### config.mk
export PLATFORM = sky130hd
export DESIGN_NAME = pmt_top
export DESIGN_NICKNAME = d
export VERILOG_FILES = /design/src/common/pmt_pkg.sv /design/src/logic/pmt_sync.sv /design/src/logic/pmt_timer.sv /design/src/logic/pmt_top.sv
export VERILOG_INCLUDE_DIRS = /design/src /design/src/common
export SDC_FILE = /design/constraint.sdc
export NUM_CORES = 1
export LEC_CHECK = 0
export ABC_AREA = 0
export BUFFER_PORTS_ARGS = -buffer_cell sky130_fd_sc_hd__buf_2
export CORE_MARGIN = 2
export CORE_UTILIZATION = 62
export DETAILED_ROUTE_END_ITERATION = 16
export PLACE_DENSITY_LB_ADDON = 0.3
export SETUP_SLACK_MARGIN = 0.1
export SKIP_CTS_REPAIR_TIMING = 1
export SYNTH_ARGS = -nofsm -noshare
export SYNTH_HDL_FRONTEND = slang
export SYNTH_SLANG_ARGS = --single-unit
### constraint.sdc
create_clock -name core_clk_i -period 3.7 [get_ports core_clk_i]
set_clock_uncertainty 0.1 [all_clocks]
set_input_delay 0.555 -clock core_clk_i [delete_from_list [all_inputs] [get_ports core_clk_i]]
set_output_delay 0.555 -clock core_clk_i [all_outputs]
set_load 0.1 [all_outputs]
### src/common/pmt_cfg.svh
// constants of the three-channel period-match timer block
// assumes a 32-bit AXI4-Lite register bus with byte addresses
//
// Function
// [RULE1] counting stops completely while the processor sleeps
// [RULE2] count and period hold their values during sleep
// [RULE3] postscale field value plus one sets matches per flag
// [RULE4] each timer has an 8-bit count readable and writable by software
// [RULE5] each timer has its own writable period compared with the count
// [RULE6] count advances only while the run bit (control bit 2) is set
// [RULE7] prescale codes 00, 01, 10, 11 divide input by 1, 4, 16, 64
// [RULE8] count equal to period gives a match pulse and count restarts at zero
// [RULE9] count or control writes and resets clear both scaler counters
// [RULE10] postscaler sets a sticky flag, requesting interrupt only when enabled
`ifndef PMT_CFG_SVH
`define PMT_CFG_SVH

// register map, byte addresses
`define PMT_OFS_CTRL    8'h00
`define PMT_OFS_PERIOD  8'h04
`define PMT_OFS_COUNT   8'h08
`define PMT_STRIDE      8'h0C
`define PMT_OFS_FLAG    8'h24
`define PMT_OFS_ENABLE  8'h28

// control register fields
`define PMT_OUTPS_LSB   3
`define PMT_RUN_BIT     2
`define PMT_CKPS_LSB    0
`define PMT_CTRL_MASK   8'h7F

// reset values
`define PMT_CTRL_RST    8'h00
`define PMT_PERIOD_RST  8'hFF
`define PMT_COUNT_RST   8'h00

// prescaler terminal counts
`define PMT_PS_LIM1     6'h00
`define PMT_PS_LIM4     6'h03
`define PMT_PS_LIM16    6'h0F
`define PMT_PS_LIM64    6'h3F

// bus responses
`define PMT_RESP_OKAY   2'b00
`define PMT_RESP_SLVERR 2'b10

`endif

### src/common/pmt_pkg.sv
// types shared by the period-match timer block
// assumes pmt_cfg.svh is compiled alongside
package pmt_pkg;

  // clock prescale selection
  typedef enum logic [1:0] {
    PMT_PS_DIV1  = 2'b00,
    PMT_PS_DIV4  = 2'b01,
    PMT_PS_DIV16 = 2'b10,
    PMT_PS_DIV64 = 2'b11
  } pmt_prescale_t;

  // register kind selected by an address
  typedef enum logic [2:0] {
    PMT_SEL_CTRL   = 3'h0,
    PMT_SEL_PERIOD = 3'h1,
    PMT_SEL_COUNT  = 3'h2,
    PMT_SEL_FLAG   = 3'h3,
    PMT_SEL_ENABLE = 3'h4,
    PMT_SEL_NONE   = 3'h7
  } pmt_sel_t;

  // result of an address decode
  typedef struct packed {
    logic       hit;
    pmt_sel_t   sel;
    logic [1:0] idx;
  } pmt_dec_t;

endpackage

### src/logic/pmt_sync.sv
// three-stage synchroniser with agreement filter for one level
// assumes the input is asynchronous to core_clk_i
`timescale 1ns/1ps
`include "pmt_cfg.svh"
module pmt_sync (
  input  wire logic core_clk_i,
  input  wire logic sys_rst_i,
  input  wire logic async_i,
  output logic      level_o
);
  import pmt_pkg::*;

  logic stage1;
  logic stage2;
  logic stage3;

  // shift chain, first stage feeds only the second
  always_ff @(posedge core_clk_i) begin
    if (sys_rst_i) begin
      stage1 <= 1'b0;
      stage2 <= 1'b0;
      stage3 <= 1'b0;
    end else begin
      stage1 <= async_i;
      stage2 <= stage1;
      stage3 <= stage2;
    end
  end

  // accept a change once stages two and three agree
  always_ff @(posedge core_clk_i) begin
    if (sys_rst_i) begin
      level_o <= 1'b0;
    end else if (stage2 == stage3) begin
      level_o <= stage3;
    end
  end

endmodule // pmt_sync

### src/logic/pmt_timer.sv
// one 8-bit period-match timer with prescaler and postscaler
// assumes control and period are held by the register file
`timescale 1ns/1ps
`include "pmt_cfg.svh"
module pmt_timer (
  input  wire logic                  core_clk_i,
  input  wire logic                  sys_rst_i,
  input  wire logic                  halt_i,
  input  wire logic                  run_i,
  input  wire pmt_pkg::pmt_prescale_t ckps_i,
  input  wire logic [3:0]            outps_i,
  input  wire logic [7:0]            period_i,
  input  wire logic                  cnt_wr_i,
  input  wire logic                  ctl_wr_i,
  input  wire logic [7:0]            wdata_i,
  output logic [7:0]                 count_o,
  output logic                       match_o,
  output logic                       post_o
);
  import pmt_pkg::*;

  logic [5:0] pre_cnt;
  logic [3:0] post_cnt;
  logic       advance;
  logic       tick;
  logic       hit;
  logic       scaler_clr;

  // terminal count of the prescaler for a code
  function automatic logic [5:0] prescale_limit(input pmt_prescale_t ps);
    case (ps)
      PMT_PS_DIV1:  prescale_limit = `PMT_PS_LIM1;
      PMT_PS_DIV4:  prescale_limit = `PMT_PS_LIM4;
      PMT_PS_DIV16: prescale_limit = `PMT_PS_LIM16;
      default:      prescale_limit = `PMT_PS_LIM64;
    endcase
  endfunction

  // run gating and sleep freeze
  assign advance    = run_i && !halt_i;        // [RULE1] [RULE6]
  assign tick       = advance && (pre_cnt == prescale_limit(ckps_i)); // [RULE7]
  assign hit        = tick && !cnt_wr_i && (count_o == period_i); // [RULE8]
  assign scaler_clr = cnt_wr_i || ctl_wr_i;    // [RULE9]

  // prescaler counter
  always_ff @(posedge core_clk_i) begin
    if (sys_rst_i) begin
      pre_cnt <= 6'h00;                        // [RULE9]
    end else if (scaler_clr) begin
      pre_cnt <= 6'h00;                        // [RULE9]
    end else if (tick) begin
      pre_cnt <= 6'h00;
    end else if (advance) begin
      pre_cnt <= pre_cnt + 6'h01;              // [RULE7]
    end
  end

  // count register, held whenever neither advancing nor written
  always_ff @(posedge core_clk_i) begin
    if (sys_rst_i) begin
      count_o <= `PMT_COUNT_RST;
    end else if (cnt_wr_i) begin
      count_o <= wdata_i;                      // [RULE4]
    end else if (hit) begin
      count_o <= 8'h00;                        // [RULE8]
    end else if (tick) begin
      count_o <= count_o + 8'h01;              // [RULE2]
    end
  end

  // unscaled match pulse
  always_ff @(posedge core_clk_i) begin
    if (sys_rst_i) begin
      match_o <= 1'b0;
    end else begin
      match_o <= hit;                          // [RULE8]
    end
  end

  // postscaler, one event per outps+1 matches
  always_ff @(posedge core_clk_i) begin
    if (sys_rst_i) begin
      post_cnt <= 4'h0;
      post_o   <= 1'b0;
    end else if (scaler_clr) begin
      post_cnt <= 4'h0;                        // [RULE9]
      post_o   <= 1'b0;
    end else if (hit) begin
      post_o   <= (post_cnt == outps_i);       // [RULE3]
      post_cnt <= (post_cnt == outps_i) ? 4'h0 : post_cnt + 4'h1;
    end else begin
      post_o   <= 1'b0;
    end
  end

endmodule // pmt_timer

### src/logic/pmt_top.sv
// three period-match timers behind an AXI4-Lite register slave
// assumes sleep_i comes from the processor core, asynchronous here
`timescale 1ns/1ps
`include "pmt_cfg.svh"
module pmt_top #(
  parameter int ADDR_W = 8
) (
  input  wire logic              core_clk_i,
  input  wire logic              sys_rst_i,
  // processor sleep state
  input  wire logic              sleep_i,
  // write address channel
  input  wire logic [ADDR_W-1:0] s_axi_awaddr_i,
  input  wire logic [2:0]        s_axi_awprot_i,
  input  wire logic              s_axi_awvalid_i,
  output logic                   s_axi_awready_o,
  // write data channel
  input  wire logic [31:0]       s_axi_wdata_i,
  input  wire logic [3:0]        s_axi_wstrb_i,
  input  wire logic              s_axi_wvalid_i,
  output logic                   s_axi_wready_o,
  // write response channel
  output logic [1:0]             s_axi_bresp_o,
  output logic                   s_axi_bvalid_o,
  input  wire logic              s_axi_bready_i,
  // read address channel
  input  wire logic [ADDR_W-1:0] s_axi_araddr_i,
  input  wire logic [2:0]        s_axi_arprot_i,
  input  wire logic              s_axi_arvalid_i,
  output logic                   s_axi_arready_o,
  // read data channel
  output logic [31:0]            s_axi_rdata_o,
  output logic [1:0]             s_axi_rresp_o,
  output logic                   s_axi_rvalid_o,
  input  wire logic              s_axi_rready_i,
  // timer outputs
  output logic [2:0]             match_o,
  output logic [2:0]             irq_o
);
  import pmt_pkg::*;

  localparam int NUM_TMR = 3;

  // register file
  logic [7:0]        ctrl   [NUM_TMR];
  logic [7:0]        period [NUM_TMR];
  logic [7:0]        count  [NUM_TMR];
  logic [2:0]        flag;
  logic [2:0]        enable;

  // per-timer strobes and events
  logic [2:0]        post_evt;
  logic [2:0]        cnt_wr;
  logic [2:0]        ctl_wr;
  logic [2:0]        flag_clr;

  // synchronised sleep level
  logic              sleeping;

  // write channel state
  logic              aw_held;
  logic              w_held;
  logic [ADDR_W-1:0] aw_addr;
  logic [31:0]       w_data;
  logic [3:0]        w_strb;
  logic              wr_go;
  logic              wr_lane0;

  // address decode and read data
  pmt_dec_t          wr_dec;
  pmt_dec_t          rd_dec;
  logic [31:0]       next_rdata;

  // map a byte address onto a register kind and timer index
  function automatic pmt_dec_t addr_decode(input logic [ADDR_W-1:0] a);
    pmt_dec_t d;
    logic [7:0] a8;
    d  = '{hit: 1'b0, sel: PMT_SEL_NONE, idx: 2'd0};
    a8 = 8'(a);
    if (a8 == `PMT_OFS_FLAG) begin
      d = '{hit: 1'b1, sel: PMT_SEL_FLAG, idx: 2'd0};
    end else if (a8 == `PMT_OFS_ENABLE) begin
      d = '{hit: 1'b1, sel: PMT_SEL_ENABLE, idx: 2'd0};
    end else if (a8 == `PMT_OFS_CTRL) begin
      d = '{hit: 1'b1, sel: PMT_SEL_CTRL, idx: 2'd0};
    end else if (a8 == `PMT_OFS_PERIOD) begin
      d = '{hit: 1'b1, sel: PMT_SEL_PERIOD, idx: 2'd0};
    end else if (a8 == `PMT_OFS_COUNT) begin
      d = '{hit: 1'b1, sel: PMT_SEL_COUNT, idx: 2'd0};
    end else if (a8 == `PMT_STRIDE + `PMT_OFS_CTRL) begin
      d = '{hit: 1'b1, sel: PMT_SEL_CTRL, idx: 2'd1};
    end else if (a8 == `PMT_STRIDE + `PMT_OFS_PERIOD) begin
      d = '{hit: 1'b1, sel: PMT_SEL_PERIOD, idx: 2'd1};
    end else if (a8 == `PMT_STRIDE + `PMT_OFS_COUNT) begin
      d = '{hit: 1'b1, sel: PMT_SEL_COUNT, idx: 2'd1};
    end else if (a8 == `PMT_STRIDE + `PMT_STRIDE + `PMT_OFS_CTRL) begin
      d = '{hit: 1'b1, sel: PMT_SEL_CTRL, idx: 2'd2};
    end else if (a8 == `PMT_STRIDE + `PMT_STRIDE + `PMT_OFS_PERIOD) begin
      d = '{hit: 1'b1, sel: PMT_SEL_PERIOD, idx: 2'd2};
    end else if (a8 == `PMT_STRIDE + `PMT_STRIDE + `PMT_OFS_COUNT) begin
      d = '{hit: 1'b1, sel: PMT_SEL_COUNT, idx: 2'd2};
    end
    if (ADDR_W > 8 && (a >> 8) != '0) begin
      d = '{hit: 1'b0, sel: PMT_SEL_NONE, idx: 2'd0};
    end
    return d;
  endfunction

  // processor sleep level brought into the clock domain
  pmt_sync u_sleep_sync (
    .core_clk_i (core_clk_i),
    .sys_rst_i  (sys_rst_i),
    .async_i    (sleep_i),
    .level_o    (sleeping)
  );

  // write channel readiness: one write in flight at a time
  assign s_axi_awready_o = !aw_held && !s_axi_bvalid_o;
  assign s_axi_wready_o  = !w_held && !s_axi_bvalid_o;
  assign wr_go    = aw_held && w_held && !s_axi_bvalid_o;
  assign wr_dec   = addr_decode(aw_addr);
  assign wr_lane0 = wr_go && wr_dec.hit && w_strb[0];

  // capture write address and data in either order
  always_ff @(posedge core_clk_i) begin
    if (sys_rst_i) begin
      aw_held <= 1'b0;
      aw_addr <= '0;
    end else if (s_axi_awvalid_i && s_axi_awready_o) begin
      aw_held <= 1'b1;
      aw_addr <= s_axi_awaddr_i;
    end else if (wr_go) begin
      aw_held <= 1'b0;
    end
  end

  always_ff @(posedge core_clk_i) begin
    if (sys_rst_i) begin
      w_held <= 1'b0;
    end else if (s_axi_wvalid_i && s_axi_wready_o) begin
      w_held <= 1'b1;
    end else if (wr_go) begin
      w_held <= 1'b0;
    end
  end

  // write data and strobes, kept until the register is written
  always_ff @(posedge core_clk_i) begin
    if (sys_rst_i) begin
      w_data <= 32'h0000_0000;
      w_strb <= 4'h0;
    end else if (s_axi_wvalid_i && s_axi_wready_o) begin
      w_data <= s_axi_wdata_i;
      w_strb <= s_axi_wstrb_i;
    end
  end

  // write response one cycle after both halves are held
  always_ff @(posedge core_clk_i) begin
    if (sys_rst_i) begin
      s_axi_bvalid_o <= 1'b0;
    end else if (wr_go) begin
      s_axi_bvalid_o <= 1'b1;
    end else if (s_axi_bready_i) begin
      s_axi_bvalid_o <= 1'b0;
    end
  end

  // response code, refused for unmapped places, held until taken
  always_ff @(posedge core_clk_i) begin
    if (sys_rst_i) begin
      s_axi_bresp_o <= `PMT_RESP_OKAY;
    end else if (wr_go) begin
      s_axi_bresp_o <= wr_dec.hit ? `PMT_RESP_OKAY : `PMT_RESP_SLVERR;
    end
  end

  // per-timer write strobes into the counters
  always_comb begin
    cnt_wr   = 3'b000;
    ctl_wr   = 3'b000;
    flag_clr = 3'b000;
    if (wr_lane0) begin
      if (wr_dec.sel == PMT_SEL_COUNT) begin
        cnt_wr[wr_dec.idx] = 1'b1;             // [RULE9]
      end else if (wr_dec.sel == PMT_SEL_CTRL) begin
        ctl_wr[wr_dec.idx] = 1'b1;             // [RULE9]
      end else if (wr_dec.sel == PMT_SEL_FLAG) begin
        flag_clr = w_data[2:0];
      end
    end
  end

  // control registers; bit 7 is not implemented
  always_ff @(posedge core_clk_i) begin
    if (sys_rst_i) begin
      for (int i = 0; i < NUM_TMR; i++) begin
        ctrl[i] <= `PMT_CTRL_RST;
      end
    end else begin
      for (int i = 0; i < NUM_TMR; i++) begin
        if (ctl_wr[i]) begin
          ctrl[i] <= w_data[7:0] & `PMT_CTRL_MASK;
        end
      end
    end
  end

  // period registers, held across sleep
  always_ff @(posedge core_clk_i) begin
    if (sys_rst_i) begin
      for (int i = 0; i < NUM_TMR; i++) begin
        period[i] <= `PMT_PERIOD_RST;
      end
    end else if (wr_lane0 && wr_dec.sel == PMT_SEL_PERIOD) begin
      period[wr_dec.idx] <= w_data[7:0];       // [RULE5] [RULE2]
    end
  end

  // the three timer channels
  for (genvar g = 0; g < NUM_TMR; g++) begin : g_tmr
    pmt_timer u_tmr (
      .core_clk_i (core_clk_i),
      .sys_rst_i  (sys_rst_i),
      .halt_i     (sleeping),                  // [RULE1]
      .run_i      (ctrl[g][`PMT_RUN_BIT]),     // [RULE6]
      .ckps_i     (pmt_prescale_t'(ctrl[g][`PMT_CKPS_LSB +: 2])),
      .outps_i    (ctrl[g][`PMT_OUTPS_LSB +: 4]), // [RULE3]
      .period_i   (period[g]),                 // [RULE5]
      .cnt_wr_i   (cnt_wr[g]),
      .ctl_wr_i   (ctl_wr[g]),
      .wdata_i    (w_data[7:0]),
      .count_o    (count[g]),                  // [RULE4]
      .match_o    (match_o[g]),
      .post_o     (post_evt[g])
    );
  end

  // sticky match flags; a new event beats a clear
  always_ff @(posedge core_clk_i) begin
    if (sys_rst_i) begin
      flag <= 3'b000;
    end else begin
      flag <= post_evt | (flag & ~flag_clr);   // [RULE10]
    end
  end

  // interrupt enable bits
  always_ff @(posedge core_clk_i) begin
    if (sys_rst_i) begin
      enable <= 3'b000;
    end else if (wr_lane0 && wr_dec.sel == PMT_SEL_ENABLE) begin
      enable <= w_data[2:0];
    end
  end

  // interrupt requests gated by the enables
  always_ff @(posedge core_clk_i) begin
    if (sys_rst_i) begin
      irq_o <= 3'b000;
    end else begin
      irq_o <= flag & enable;                  // [RULE10]
    end
  end

  // read data mux
  assign rd_dec = addr_decode(s_axi_araddr_i);
  always_comb begin
    next_rdata = 32'h0000_0000;
    if (rd_dec.sel == PMT_SEL_CTRL) begin
      next_rdata[7:0] = ctrl[rd_dec.idx];
    end else if (rd_dec.sel == PMT_SEL_PERIOD) begin
      next_rdata[7:0] = period[rd_dec.idx];
    end else if (rd_dec.sel == PMT_SEL_COUNT) begin
      next_rdata[7:0] = count[rd_dec.idx];     // [RULE4]
    end else if (rd_dec.sel == PMT_SEL_FLAG) begin
      next_rdata[2:0] = flag;
    end else if (rd_dec.sel == PMT_SEL_ENABLE) begin
      next_rdata[2:0] = enable;
    end
  end

  // read channel, one read in flight at a time
  assign s_axi_arready_o = !s_axi_rvalid_o;
  always_ff @(posedge core_clk_i) begin
    if (sys_rst_i) begin
      s_axi_rvalid_o <= 1'b0;
    end else if (s_axi_arvalid_i && s_axi_arready_o) begin
      s_axi_rvalid_o <= 1'b1;
    end else if (s_axi_rready_i) begin
      s_axi_rvalid_o <= 1'b0;
    end
  end

  // read data and code, captured once and held while stalled
  always_ff @(posedge core_clk_i) begin
    if (sys_rst_i) begin
      s_axi_rdata_o <= 32'h0000_0000;
      s_axi_rresp_o <= `PMT_RESP_OKAY;
    end else if (s_axi_arvalid_i && s_axi_arready_o) begin
      s_axi_rdata_o <= next_rdata;
      s_axi_rresp_o <= rd_dec.hit ? `PMT_RESP_OKAY : `PMT_RESP_SLVERR;
    end
  end

endmodule // pmt_top

After elaboration in Yosys (flattened, before gate mapping) --
Memories as Yosys holds them, arrays and structs flattened. Index checks and enable logic that the tools add are counted.
Storage, ports and cells: logic and storage cells 246, input port bits 66, memories 2, flip-flop bits (word level) 106, RAM bits 45, output and inout bits 47
Operators by class: muxes and demuxes 86, $lt $le $gt $ge 3, bitwise gates (word level) 11, $add $sub $neg 9, equality and inequality tests 44, reduce and logical (&&, ||, !) cells 59
Memories:
- period | words 3, width 8, rd ports 4, clocked after memory_dff 0, wr ports 3, RTL line pmt_top.sv:46 | logic [7:0] period [NUM_TMR];
- ctrl | words 3, width 7, rd ports 4, clocked after memory_dff 0, wr ports 3, RTL line pmt_top.sv:45 | logic [7:0] ctrl [NUM_TMR];
Operators with widths (number):
- 6-bit 2-to-1 mux | 22
- 8-bit 2-to-1 mux | 14
- 8-bit by 5-bit equality test with 1-bit output (second input constant) | 8
- 6-bit case mux with 3 select lines | 3
- 8-bit by 6-bit equality test with 1-bit output (second input constant) | 6
- 3-bit 2-to-1 mux | 12
- 8-bit by 4-bit equality test with 1-bit output (second input constant) | 4
- 8-bit by 1-bit adder with 8-bit output (second input constant) | 3
- 8-bit equality test | 3
- 1-bit logical AND | 24
- 1-bit 2-to-1 mux | 23
- 7-bit 2-to-1 mux | 3
- 6-bit by 1-bit adder with 6-bit output (second input constant) | 3
- 6-bit equality test | 3
- 3-bit OR reduction | 6
- 8-bit binary-select mux with 2-bit select | 1
- 8-bit by 3-bit equality test with 1-bit output (second input constant) | 2
- 8-bit zero test | 2
- 4-bit by 1-bit adder with 4-bit output (second input constant) | 3
- 3-bit by 2-bit equality test with 1-bit output (second input constant) | 4
- 4-bit equality test | 3
- 4-bit 2-to-1 mux | 3
- 3-bit nonzero test | 3
- 1-bit zero test | 8
- other kinds (23) | 46

Logic depth before layout (Yosys ltp) --
Gate-level depths: netlist (run 1).
depth in word-level cells 23, depth in mapped cells 8, gate-level depth less buffers 6

By module --
Synthesis (run 1) repeated with hierarchy kept, for this count alone.
Unflattened totals: cell total of the unflattened synthesis 903, area, all modules 8016.4 um^2
By module, submodules not included:
- pmt_top | seq. area each 2152.1 um^2, instances 1, area each 4306.6 um^2, cells an instance 456
- pmt_timer at g_tmr[0].u_tmr ... | seq. area each 400.4 um^2, instances 2, area each 1203.7 um^2, cells an instance 146
- pmt_timer at g_tmr[1].u_tmr | seq. area each 400.4 um^2, instances 1, area each 1189.9 um^2, cells an instance 145
- pmt_sync | seq. area each 80.1 um^2, instances 1, area each 112.6 um^2, cells an instance 10

Worst setup path before layout (run 1) --
Ideal clock, no wire load.
path type register to register, start point reg s_axi_bvalid_o, end point reg aw_addr[7], setup slack 0.664 ns, arrival 2.803 ns, setup time 0.133 ns, stages on the path, launching flop included 5, clock period less this slack 3.036 ns, buffers on the path 0, required time 3.467 ns, cells stage by stage dfxtp_1 > nor2_1 > nand2_1 > nand2_1 > a21oi_1
Between the ends: longest elaborated chain between the ends 3
Ends and longest elaborated chain:
- start: declaration | RTL line pmt_top.sv:24 | output logic s_axi_bvalid_o,
- start signal: assignment | RTL line pmt_top.sv:161 | s_axi_bvalid_o <= 1'b0;
- start signal: assignment | RTL line pmt_top.sv:163 | s_axi_bvalid_o <= 1'b1;
- start signal: assignment | RTL line pmt_top.sv:165 | s_axi_bvalid_o <= 1'b0;
- 1-bit zero test | RTL line pmt_top.sv:118 | assign s_axi_awready_o = !aw_held && !s_axi_bvalid_o;
- 1-bit logical AND | RTL line pmt_top.sv:118
- via s_axi_awready_o | RTL line pmt_top.sv:16 | output logic s_axi_awready_o,
- 1-bit logical AND | RTL line pmt_top.sv:129 | end else if (s_axi_awvalid_i && s_axi_awready_o) begin
- end signal: assignment | RTL line pmt_top.sv:131 | aw_addr <= s_axi_awaddr_i;
- end: declaration | RTL line pmt_top.sv:63 | logic [ADDR_W-1:0] aw_addr;
The timed path passes the listed nets, and every way through them passes these cells. A chain may end at the register's enable or synchronous reset.

Worst setup path in the final report (run 1) --
start point reg u_sleep_sync.level_o, end point reg g_tmr[1].u_tmr.post_cnt[3]
Between the ends: longest elaborated chain between the ends 5
Ends and longest elaborated chain:
- start: declaration | RTL line pmt_sync.sv:9 | output logic level_o
- start signal: assignment | RTL line pmt_sync.sv:35 | level_o <= stage3;
- 1-bit zero test | RTL line pmt_timer.sv:40 | assign advance = run_i && !halt_i;
- 1-bit logical AND | RTL line pmt_timer.sv:40
- 1-bit logical AND | RTL line pmt_timer.sv:41 | assign tick = advance && (pre_cnt == prescale_limit(ckps_i));
- 1-bit logical AND (2 in series) | RTL line pmt_timer.sv:42 | assign hit = tick && !cnt_wr_i && (count_o == period_i);
- end signal: assignment | RTL line pmt_timer.sv:90 | post_cnt <= (post_cnt == outps_i) ? 4'h0 : post_cnt + 4'h1;
- end: declaration | RTL line pmt_timer.sv:23 | logic [3:0] post_cnt;
No other way between the ends.

==> results of run 1 <==
routing by layer:
metal / routed length [um] / vias to the layer above / GRT usage [%]
met4: 608 / 0 / 12.0
met5: 0 / - / 0
met1: 8980 / 3250 / 40.0
li1: - / 3224 / -
met2: 9590 / 317 / 48.8
met3: 1580 / 45 / 6.37
registers in the layout, summed over array words and instances (netlist names), 8 cells and up:
signal                count
g_tmr.u_tmr.count_o      24
period                   24
ctrl                     21
g_tmr.u_tmr.pre_cnt      18
g_tmr.u_tmr.post_cnt     12
aw_addr                   8
s_axi_rdata_o             8
w_data                    8
cell families after synthesis:
logic type	count (synthesis)	share of synthesized area (%)
buffers and inverters	77	5.15
AOI/OAI and AO/OA	178	15.7
adders and majority gates	12	1.82
muxes	32	4.05
other	1	0.0471
xor gates and xnor gates	51	5.61
DFF	149	43.1
and+or+nand+nor	374	24.5
through the flow:
stage	cell area (um2)	std cells	total power, W	worst slack [ns]
floorplan	8060	899	0.00219	0.664
global placement	8220	1062	0.00226	0.764
detailed placement	8220	1062	0.00227	0.683
CTS	8850	1094	0.00404	0.900
global route	8850	1094	0.00415	0.650
finish	8850	1094	0.00403	0.868
worst paths after layout:
| path | from | to | slack, ns | cells after the start |
|---|---|---|---|---|
| max | u_sleep_sync.level_o | g_tmr[1].u_tmr.post_cnt[3] | 0.87 | 5 |
| max reg2reg | u_sleep_sync.level_o | g_tmr[1].u_tmr.post_cnt[3] | 0.87 | 5 |
| min reg2reg | u_sleep_sync.stage1 | u_sleep_sync.stage2 | 0.34 | 1 |
| min | s_axi_rready_i | s_axi_rvalid_o | 0.20 | 2 |
synth_stat cells, types with 7 or more instances:
cell | number | area [um2]
sky130_fd_sc_hd__xor2_1 | 23 | 201
sky130_fd_sc_hd__a311oi_1 | 15 | 131
sky130_fd_sc_hd__nand2b_1 | 15 | 93.8
sky130_fd_sc_hd__or4_1 | 7 | 52.6
sky130_fd_sc_hd__o21ai_0 | 40 | 200
sky130_fd_sc_hd__nor3_1 | 13 | 65.1
sky130_fd_sc_hd__dfxtp_1 | 104 | 2080
sky130_fd_sc_hd__nor2_1 | 111 | 417
sky130_fd_sc_hd__buf_4 | 30 | 225
sky130_fd_sc_hd__and3_1 | 13 | 81.3
sky130_fd_sc_hd__nor4_1 | 7 | 43.8
sky130_fd_sc_hd__or3_1 | 27 | 169
sky130_fd_sc_hd__a21oi_1 | 47 | 235
sky130_fd_sc_hd__ha_1 | 9 | 113
sky130_fd_sc_hd__nand3_1 | 26 | 130
sky130_fd_sc_hd__a211oi_1 | 14 | 105
sky130_fd_sc_hd__nand4_1 | 24 | 150
sky130_fd_sc_hd__edfxtp_1 | 45 | 1350
sky130_fd_sc_hd__clkbuf_1 | 28 | 105
sky130_fd_sc_hd__mux2i_1 | 30 | 300
sky130_fd_sc_hd__nand2_1 | 63 | 236
sky130_fd_sc_hd__xnor2_1 | 28 | 245
sky130_fd_sc_hd__nor2b_1 | 25 | 156
sky130_fd_sc_hd__and2_1 | 9 | 56.3
power groups by stage:
stage / registers [W] / clock network (W) / logic [W]
floorplan: 0.00184 / 0 / 0.000354
global placement: 0.00181 / 0 / 0.000445
detailed placement: 0.00181 / 0 / 0.000453
CTS: 0.00178 / 0.00180 / 0.000456
global route: 0.00179 / 0.00188 / 0.000485
finish: 0.00178 / 0.00179 / 0.000459
worst max-delay path, cell delays in order (launching register included):
cell and delay [ns]:
sky130_fd_sc_hd__dfxtp_1 0.39, sky130_fd_sc_hd__nor2b_1 0.55, sky130_fd_sc_hd__a21boi_0 0.53, sky130_fd_sc_hd__nand2_1 0.45, sky130_fd_sc_hd__or4_1 0.60, sky130_fd_sc_hd__a21oi_1 0.14
final cells by class:
cell class | instances | share of cell area (%)
Timing Repair Buffer | 61 | 3.68
Inverter | 7 | 0.297
Tap cell | 172 | 2.43
Sequential cell | 149 | 38.8
Clock inverter | 9 | 1.26
Clock buffer | 23 | 5.78
Multi-Input combinational cell | 673 | 47.7
==> impl_metrics.sql, run 1 <==
INSERT INTO impl_metrics (metric_group, metric, value, unit) VALUES
('status', 'result_of_the_run', 'finished, final reports clean', ''),
('timing', 'fmax', '0.353', 'GHz'),
('detailed_routing', 'post_drt_via_cell_ratio', '6.25', ''),
('placed_design', 'hpwl', '15200', 'um'),
('clock_network', 'clkTransAtPathRegs', '0.06', 'ns'),
('clock_network', 'cts_made_buffers', '17', ''),
('detailed_routing', 'vias', '6836', ''),
('critical_path', 'timing.setup.critical_path_class', 'flop to flop', ''),
('synth', 'syn_inst', '874', ''),
('clock_network', 'cts_tree', 'done', ''),
('hold_path', 'hold_path.class', 'input pin to flop', ''),
('floorplan', 'fp.dieW', '117', 'um'),
('detailed_routing', 'total_wirelength', '20800', 'um'),
('clock_network', 'cts-htree-levels', '4', ''),
('cells_and_area', 'area_added_between_synthesis_and_finish', '11.0', '%'),
('cells_and_area', 'most-common-layout-cells', 'sky130_fd_sc_hd__nor2_1, sky130_fd_sc_hd__dfxtp_1, sky130_fd_sc_hd__nand2_1', ''),
('synth', 'synth_edf_count', '45', ''),
('pwr', 'power.share.sequential', '44.2', '%'),
('global_route', 'grt-ovfl-total', '0', ''),
('floorplan', 'top_level_ports', '113', ''),
('timing', 'layout_worst_path_cycle_share', '76.5', '%'),
('pwr', 'irDropWorstVdd', '0.295', 'mV'),
('synth', 'synth.yosys.seq_area_share', '43.1', '%'),
('detailed_routing', 'routed_antenna_nets', '0', ''),
('placed_design', 'portBuffers', '53', ''),
('timing', 'grt_setup_unrepaired', 'no', ''),
('clock_network', 'cts_sinks', '149', ''),
('global_route', 'grt_start_max_net_pins', '58', ''),
('synth', 'synth_area_per_cell', '9.12', 'um2'),
('global_route', 'grt_pass1_wl', '33000', 'um'),
('cells_and_area', 'antenna_cells', '0', ''),
('detailed_routing', 'drt_iter0_drc', '692', ''),
('run', 'drv_cap', '0', ''),
('detailed_routing', 'wire_per_inst', '19.0', 'um'),
('pwr', 'clock_power_share', '44.4', '%'),
('placed_design', 'routabilityCongestion', '0.988', ''),
('pwr', 'switching_pwr', '0.00110', 'W'),
('timing', 'fin_hold_ws', '0.203', 'ns'),
('detailed_routing', 'drtPass1Iterations', '7', ''),
('critical_path', 'crit_path_max_fanout', '17', ''),
('synth', 'number_of_warnings_reported_in_the_yosys_synthesis_log', '0', ''),
('critical_path', 'cp.arrival', '3.09', 'ns'),
('pwr', 'power_report.internal_total', '0.00293', 'W'),
('timing', 'relSlewSlack', '37.8', '%'),
('global_route', 'first_global_vias', '6254', ''),
('pwr', 'leakagePower', '3.24', 'nW'),
('cells_and_area', 'layout.filler_cells', '964', ''),
('cells_and_area', 'layout_commonest_cell', 'sky130_fd_sc_hd__nor2_1', ''),
('floorplan', 'floorplan.initialDensity', '63.4', '%'),
('floorplan', 'die_height', '117', 'um'),
('cells_and_area', 'layout_cells_sized_above_1', '13.2', '%'),
('timing', 'setup-tns-final', '0', 'ns'),
('critical_path', 'critical_path.startpoint_type', 'flop', ''),
('timing', 'final_critical_delay_including_setup_and_external_delays', '2.83', 'ns'),
('pwr', 'power_density', '456', 'nW/um2'),
('detailed_routing', 'remaining_routing_drc_violations', '0', ''),
('cells_and_area', 'final_core_util', '70.4', '%'),
('pwr', 'comb_power_share', '11.4', '%'),
('timing', 'report.final.setup_viol', '0', ''),
('cells_and_area', 'multi_input_area', '4220', 'um2'),
('timing', 'slew_viol_final', '0', ''),
('synth', 'yosys_most_used_dff', 'sky130_fd_sc_hd__dfxtp_1', ''),
('critical_path', 'cp-end-kind', 'flop', ''),
('clock_network', 'clock_path_buffers', '2', ''),
('timing', 'hold_viol_final', '0', ''),
('floorplan', 'core_area', '12600', 'um2'),
('floorplan', 'core.rowCount', '41', ''),
('floorplan', 'die_area', '13800', 'um2'),
('clock_network', 'insertion_delay_to_the_later_sink_of_the_worst_skew_pair', '0.43', 'ns'),
('pwr', 'switching_share', '27.3', '%'),
('synth', 'post_synth_instance_area', '7970', 'um2'),
('cells_and_area', 'layout.nets', '984', ''),
('clock_network', 'ctsRootBufferMaster', 'sky130_fd_sc_hd__clkbuf_16', ''),
('timing', 'worst_slew_pin_slew', '0.929', 'ns'),
('cells_and_area', 'sequential_cell_area', '3430', 'um2'),
('synth', 'fraction_of_synthesis_flops_using_an_asynchronous_set_or_reset_pin', '0', '%'),
('global_route', 'grt_use_total', '30.3', '%'),
('synth', 'synth_seq_cells', '149', ''),
('synth', 'synth.distinct_cells', '80', ''),
('critical_path', 'timing.critical_path.required', '3.96', 'ns'),
('global_route', 'antenna_found_initial', '0', '');
(Power assumes the default switching activity.)
==> run 2, diff against run 1 <==
Settings changed: CORE_UTILIZATION 62 to 58.
Clock period 3.7 ns to 2.8 ns, I/O delays scaled along.
==> run 2 against run 1 <==
Compared with the run above: via count shrank 0.15%; total power grew 30%; sequential share of layout area shrank 0.76 points; setup slack lost 0.53 ns; final cell count grew 2.7%; die area grew 6.7%; sequential cell count is the same; clock power grew 26%; global-route usage shrank 1.5 points; maximum frequency grew 15%; cell area grew 2.0%; critical path type unchanged; largest cell class unchanged.
==> impl_metrics.sql, run 2 (synthesis gave the netlist of run 1 again) <==
INSERT INTO impl_metrics (metric_group, metric, value, unit) VALUES
('floorplan', 'floorplan.initialDensity', '59.7', '%'),
('detailed_routing', 'remaining_routing_drc_violations', '0', ''),
('critical_path', 'cp-end-kind', 'flop', ''),
('timing', 'hold_viol_final', '0', ''),
('hold_path', 'holdCritStartpoint', 's_axi_rready_i', ''),
('global_route', 'grt_start_max_net_pins', '53', ''),
('cells_and_area', 'final_core_util', '67.6', '%'),
('clock_network', 'cts_sinks', '149', ''),
('cells_and_area', 'sequential_cell_area', '3430', 'um2'),
('placed_design', 'hpwl', '15000', 'um'),
('clock_network', 'ctsRootBufferMaster', 'sky130_fd_sc_hd__clkbuf_16', ''),
('cells_and_area', 'multi_input_area', '4230', 'um2'),
('critical_path', 'worst-r2r-cell-count', '6', ''),
('timing', 'setup-tns-final', '0', 'ns'),
('global_route', 'grt_use_total', '28.8', '%'),
('detailed_routing', 'wire_per_inst', '18.3', 'um'),
('critical_path', 'cp.arrival', '2.70', 'ns'),
('detailed_routing', 'drt_iter0_drc', '672', ''),
('clock_network', 'clock_path_buffers', '2', ''),
('timing', 'fmax', '0.406', 'GHz'),
('clock_network', 'insertion_delay_to_the_later_sink_of_the_worst_skew_pair', '0.43', 'ns'),
('placed_design', 'portBuffers', '53', ''),
('cells_and_area', 'layout.filler_cells', '1114', ''),
('pwr', 'p_total', '0.00523', 'W'),
('hold_path', 'min_delay_worst_endpoint', 's_axi_rvalid_o', ''),
('timing', 'worst_slew_pin_slew', '0.776', 'ns'),
('cells_and_area', 'most-common-layout-cells', 'sky130_fd_sc_hd__nor2_1, sky130_fd_sc_hd__dfxtp_1, sky130_fd_sc_hd__nand2_1', ''),
('detailed_routing', 'drtPass1Iterations', '5', ''),
('floorplan', 'core_area', '13300', 'um2'),
('cells_and_area', 'layout.nets', '1009', ''),
('run', 'drv_cap', '0', ''),
('floorplan', 'core.rowCount', '42', ''),
('clock_network', 'clkTransAtPathRegs', '0.06', 'ns'),
('critical_path', 'reg2reg_setup_slack', '0.34', 'ns'),
('placed_design', 'routabilityCongestion', '0.949', ''),
('timing', 'grt_setup_unrepaired', 'no', ''),
('cells_and_area', 'layout_commonest_cell', 'sky130_fd_sc_hd__nor2_1', ''),
('timing', 'layout_worst_path_cycle_share', '88.0', '%'),
('detailed_routing', 'routed_antenna_nets', '0', ''),
('clock_network', 'cts-htree-levels', '4', ''),
('global_route', 'grt-ovfl-total', '0', ''),
('critical_path', 'worst_r2r_startpoint', 'g_tmr[2].u_tmr.pre_cnt[0]', ''),
('global_route', 'first_global_vias', '6030', ''),
('detailed_routing', 'total_wirelength', '20600', 'um'),
('floorplan', 'fp.dieW', '121', 'um'),
('critical_path', 'critical_path.startpoint_type', 'flop', ''),
('critical_path', 'timing.setup.critical_path_class', 'flop to flop', ''),
('cells_and_area', 'area_added_between_synthesis_and_finish', '13.3', '%'),
('clock_network', 'cts_made_buffers', '17', ''),
('pwr', 'leakagePower', '3.34', 'nW'),
('pwr', 'irDropWorstVdd', '0.506', 'mV'),
('timing', 'final_critical_delay_including_setup_and_external_delays', '2.46', 'ns'),
('hold_path', 'hold_path_depth', '2', ''),
('detailed_routing', 'post_drt_via_cell_ratio', '6.07', ''),
('timing', 'slew_viol_final', '0', ''),
('hold_path', 'hold_path.class', 'input pin to flop', ''),
('global_route', 'grt_pass1_wl', '32300', 'um'),
('timing', 'timing.final.ws_setup', '0.335', 'ns'),
('timing', 'relSlewSlack', '47.8', '%'),
('detailed_routing', 'vias', '6826', ''),
('critical_path', 'rr_endpoint', 'g_tmr[2].u_tmr.count_o[3]', ''),
('critical_path', 'timing.critical_path.required', '3.04', 'ns'),
('floorplan', 'top_level_ports', '113', ''),
('floorplan', 'die_area', '14700', 'um2'),
('cells_and_area', 'layout_cells_sized_above_1', '15.7', '%'),
('floorplan', 'die_height', '121', 'um'),
('global_route', 'antenna_found_initial', '0', ''),
('clock_network', 'cts_tree', 'done', ''),
('status', 'result_of_the_run', 'finished, final reports clean', ''),
('cells_and_area', 'biggestRegsByFlops', 'g_tmr.u_tmr.count_o (24), period (24), ctrl (21)', ''),
('pwr', 'power_density', '579', 'nW/um2'),
('critical_path', 'crit_path_max_fanout', '15', ''),
('placed_design', 'pre_cts_slack', '0.303', 'ns'),
('timing', 'report.final.setup_viol', '0', '');
[run 2: cell count changes in the layout (fill, tap and decap cells not counted), moves of 2 or more]
cell,before,now
sky130_fd_sc_hd__buf_4,8,33
sky130_fd_sc_hd__bufinv_16,2,0
sky130_fd_sc_hd__clkbuf_8,2,6
sky130_fd_sc_hd__clkinv_4,3,1
sky130_fd_sc_hd__clkinvlp_4,0,3
[run 2: worst max-delay path by stage]
stage / endpoint / cells past startpoint / startpoint
6_report: g_tmr[2].u_tmr.count_o[3] / 6 / g_tmr[2].u_tmr.pre_cnt[0]
5_1_grt: g_tmr[2].u_tmr.count_o[7] / 6 / g_tmr[2].u_tmr.pre_cnt[0]
4_1_cts: g_tmr[2].u_tmr.count_o[7] / 6 / g_tmr[2].u_tmr.pre_cnt[0]
3_5_place_dp: s_axi_rdata_o[4] / 7 / s_axi_araddr_i[4]
3_3_place_gp: s_axi_rdata_o[5] / 7 / s_axi_araddr_i[1]
2_1_floorplan: s_axi_wready_o / 1 / s_axi_bvalid_o
[run 2: layout make-up]
class | count | area share, %
Antenna cell | 1 | 0.0277
Tap cell | 176 | 2.44
Multi-Input combinational cell | 673 | 46.8
Timing Repair Buffer | 86 | 5.68
Inverter | 7 | 0.333
Clock buffer | 27 | 6.27
Sequential cell | 149 | 38.1
Clock inverter | 5 | 0.374
[run 2: stage by stage]
stage / std cells / hold slack (ns) / instance area [um2]
floorplan: 899 / 0.313 / 8070
global placement: 1091 / 0.318 / 8420
detailed placement: 1091 / 0.324 / 8420
CTS: 1123 / 0.0829 / 9020
global route: 1123 / 0.0945 / 9020
finish: 1124 / 0.0904 / 9030
[run 2: where the power goes]
group	internal (W)	switching, W
Clock	0.00138	0.000867
Sequential	0.00227	0.0000825
Combinational	0.000147	0.000479
Total	0.00380	0.00143
[run 2: worst max-delay path, stage by stage, from the launching register on]
cell	delay, ns
sky130_fd_sc_hd__dfxtp_1	0.41
sky130_fd_sc_hd__nand2_1	0.12
sky130_fd_sc_hd__maj3_2	0.32
sky130_fd_sc_hd__o32ai_2	0.28
sky130_fd_sc_hd__nand2_1	0.39
sky130_fd_sc_hd__o41a_1	0.52
sky130_fd_sc_hd__a211oi_1	0.23
[run 2: routing by layer]
| layer | routed length [um] | vias up | track usage (%) |
|---|---|---|---|
| li1 | - | 3267 | - |
| met1 | 8990 | 3224 | 39.3 |
| met2 | 9380 | 288 | 44.7 |
| met3 | 1520 | 47 | 5.22 |
| met4 | 733 | 0 | 13.1 |
| met5 | 0 | - | 0 |
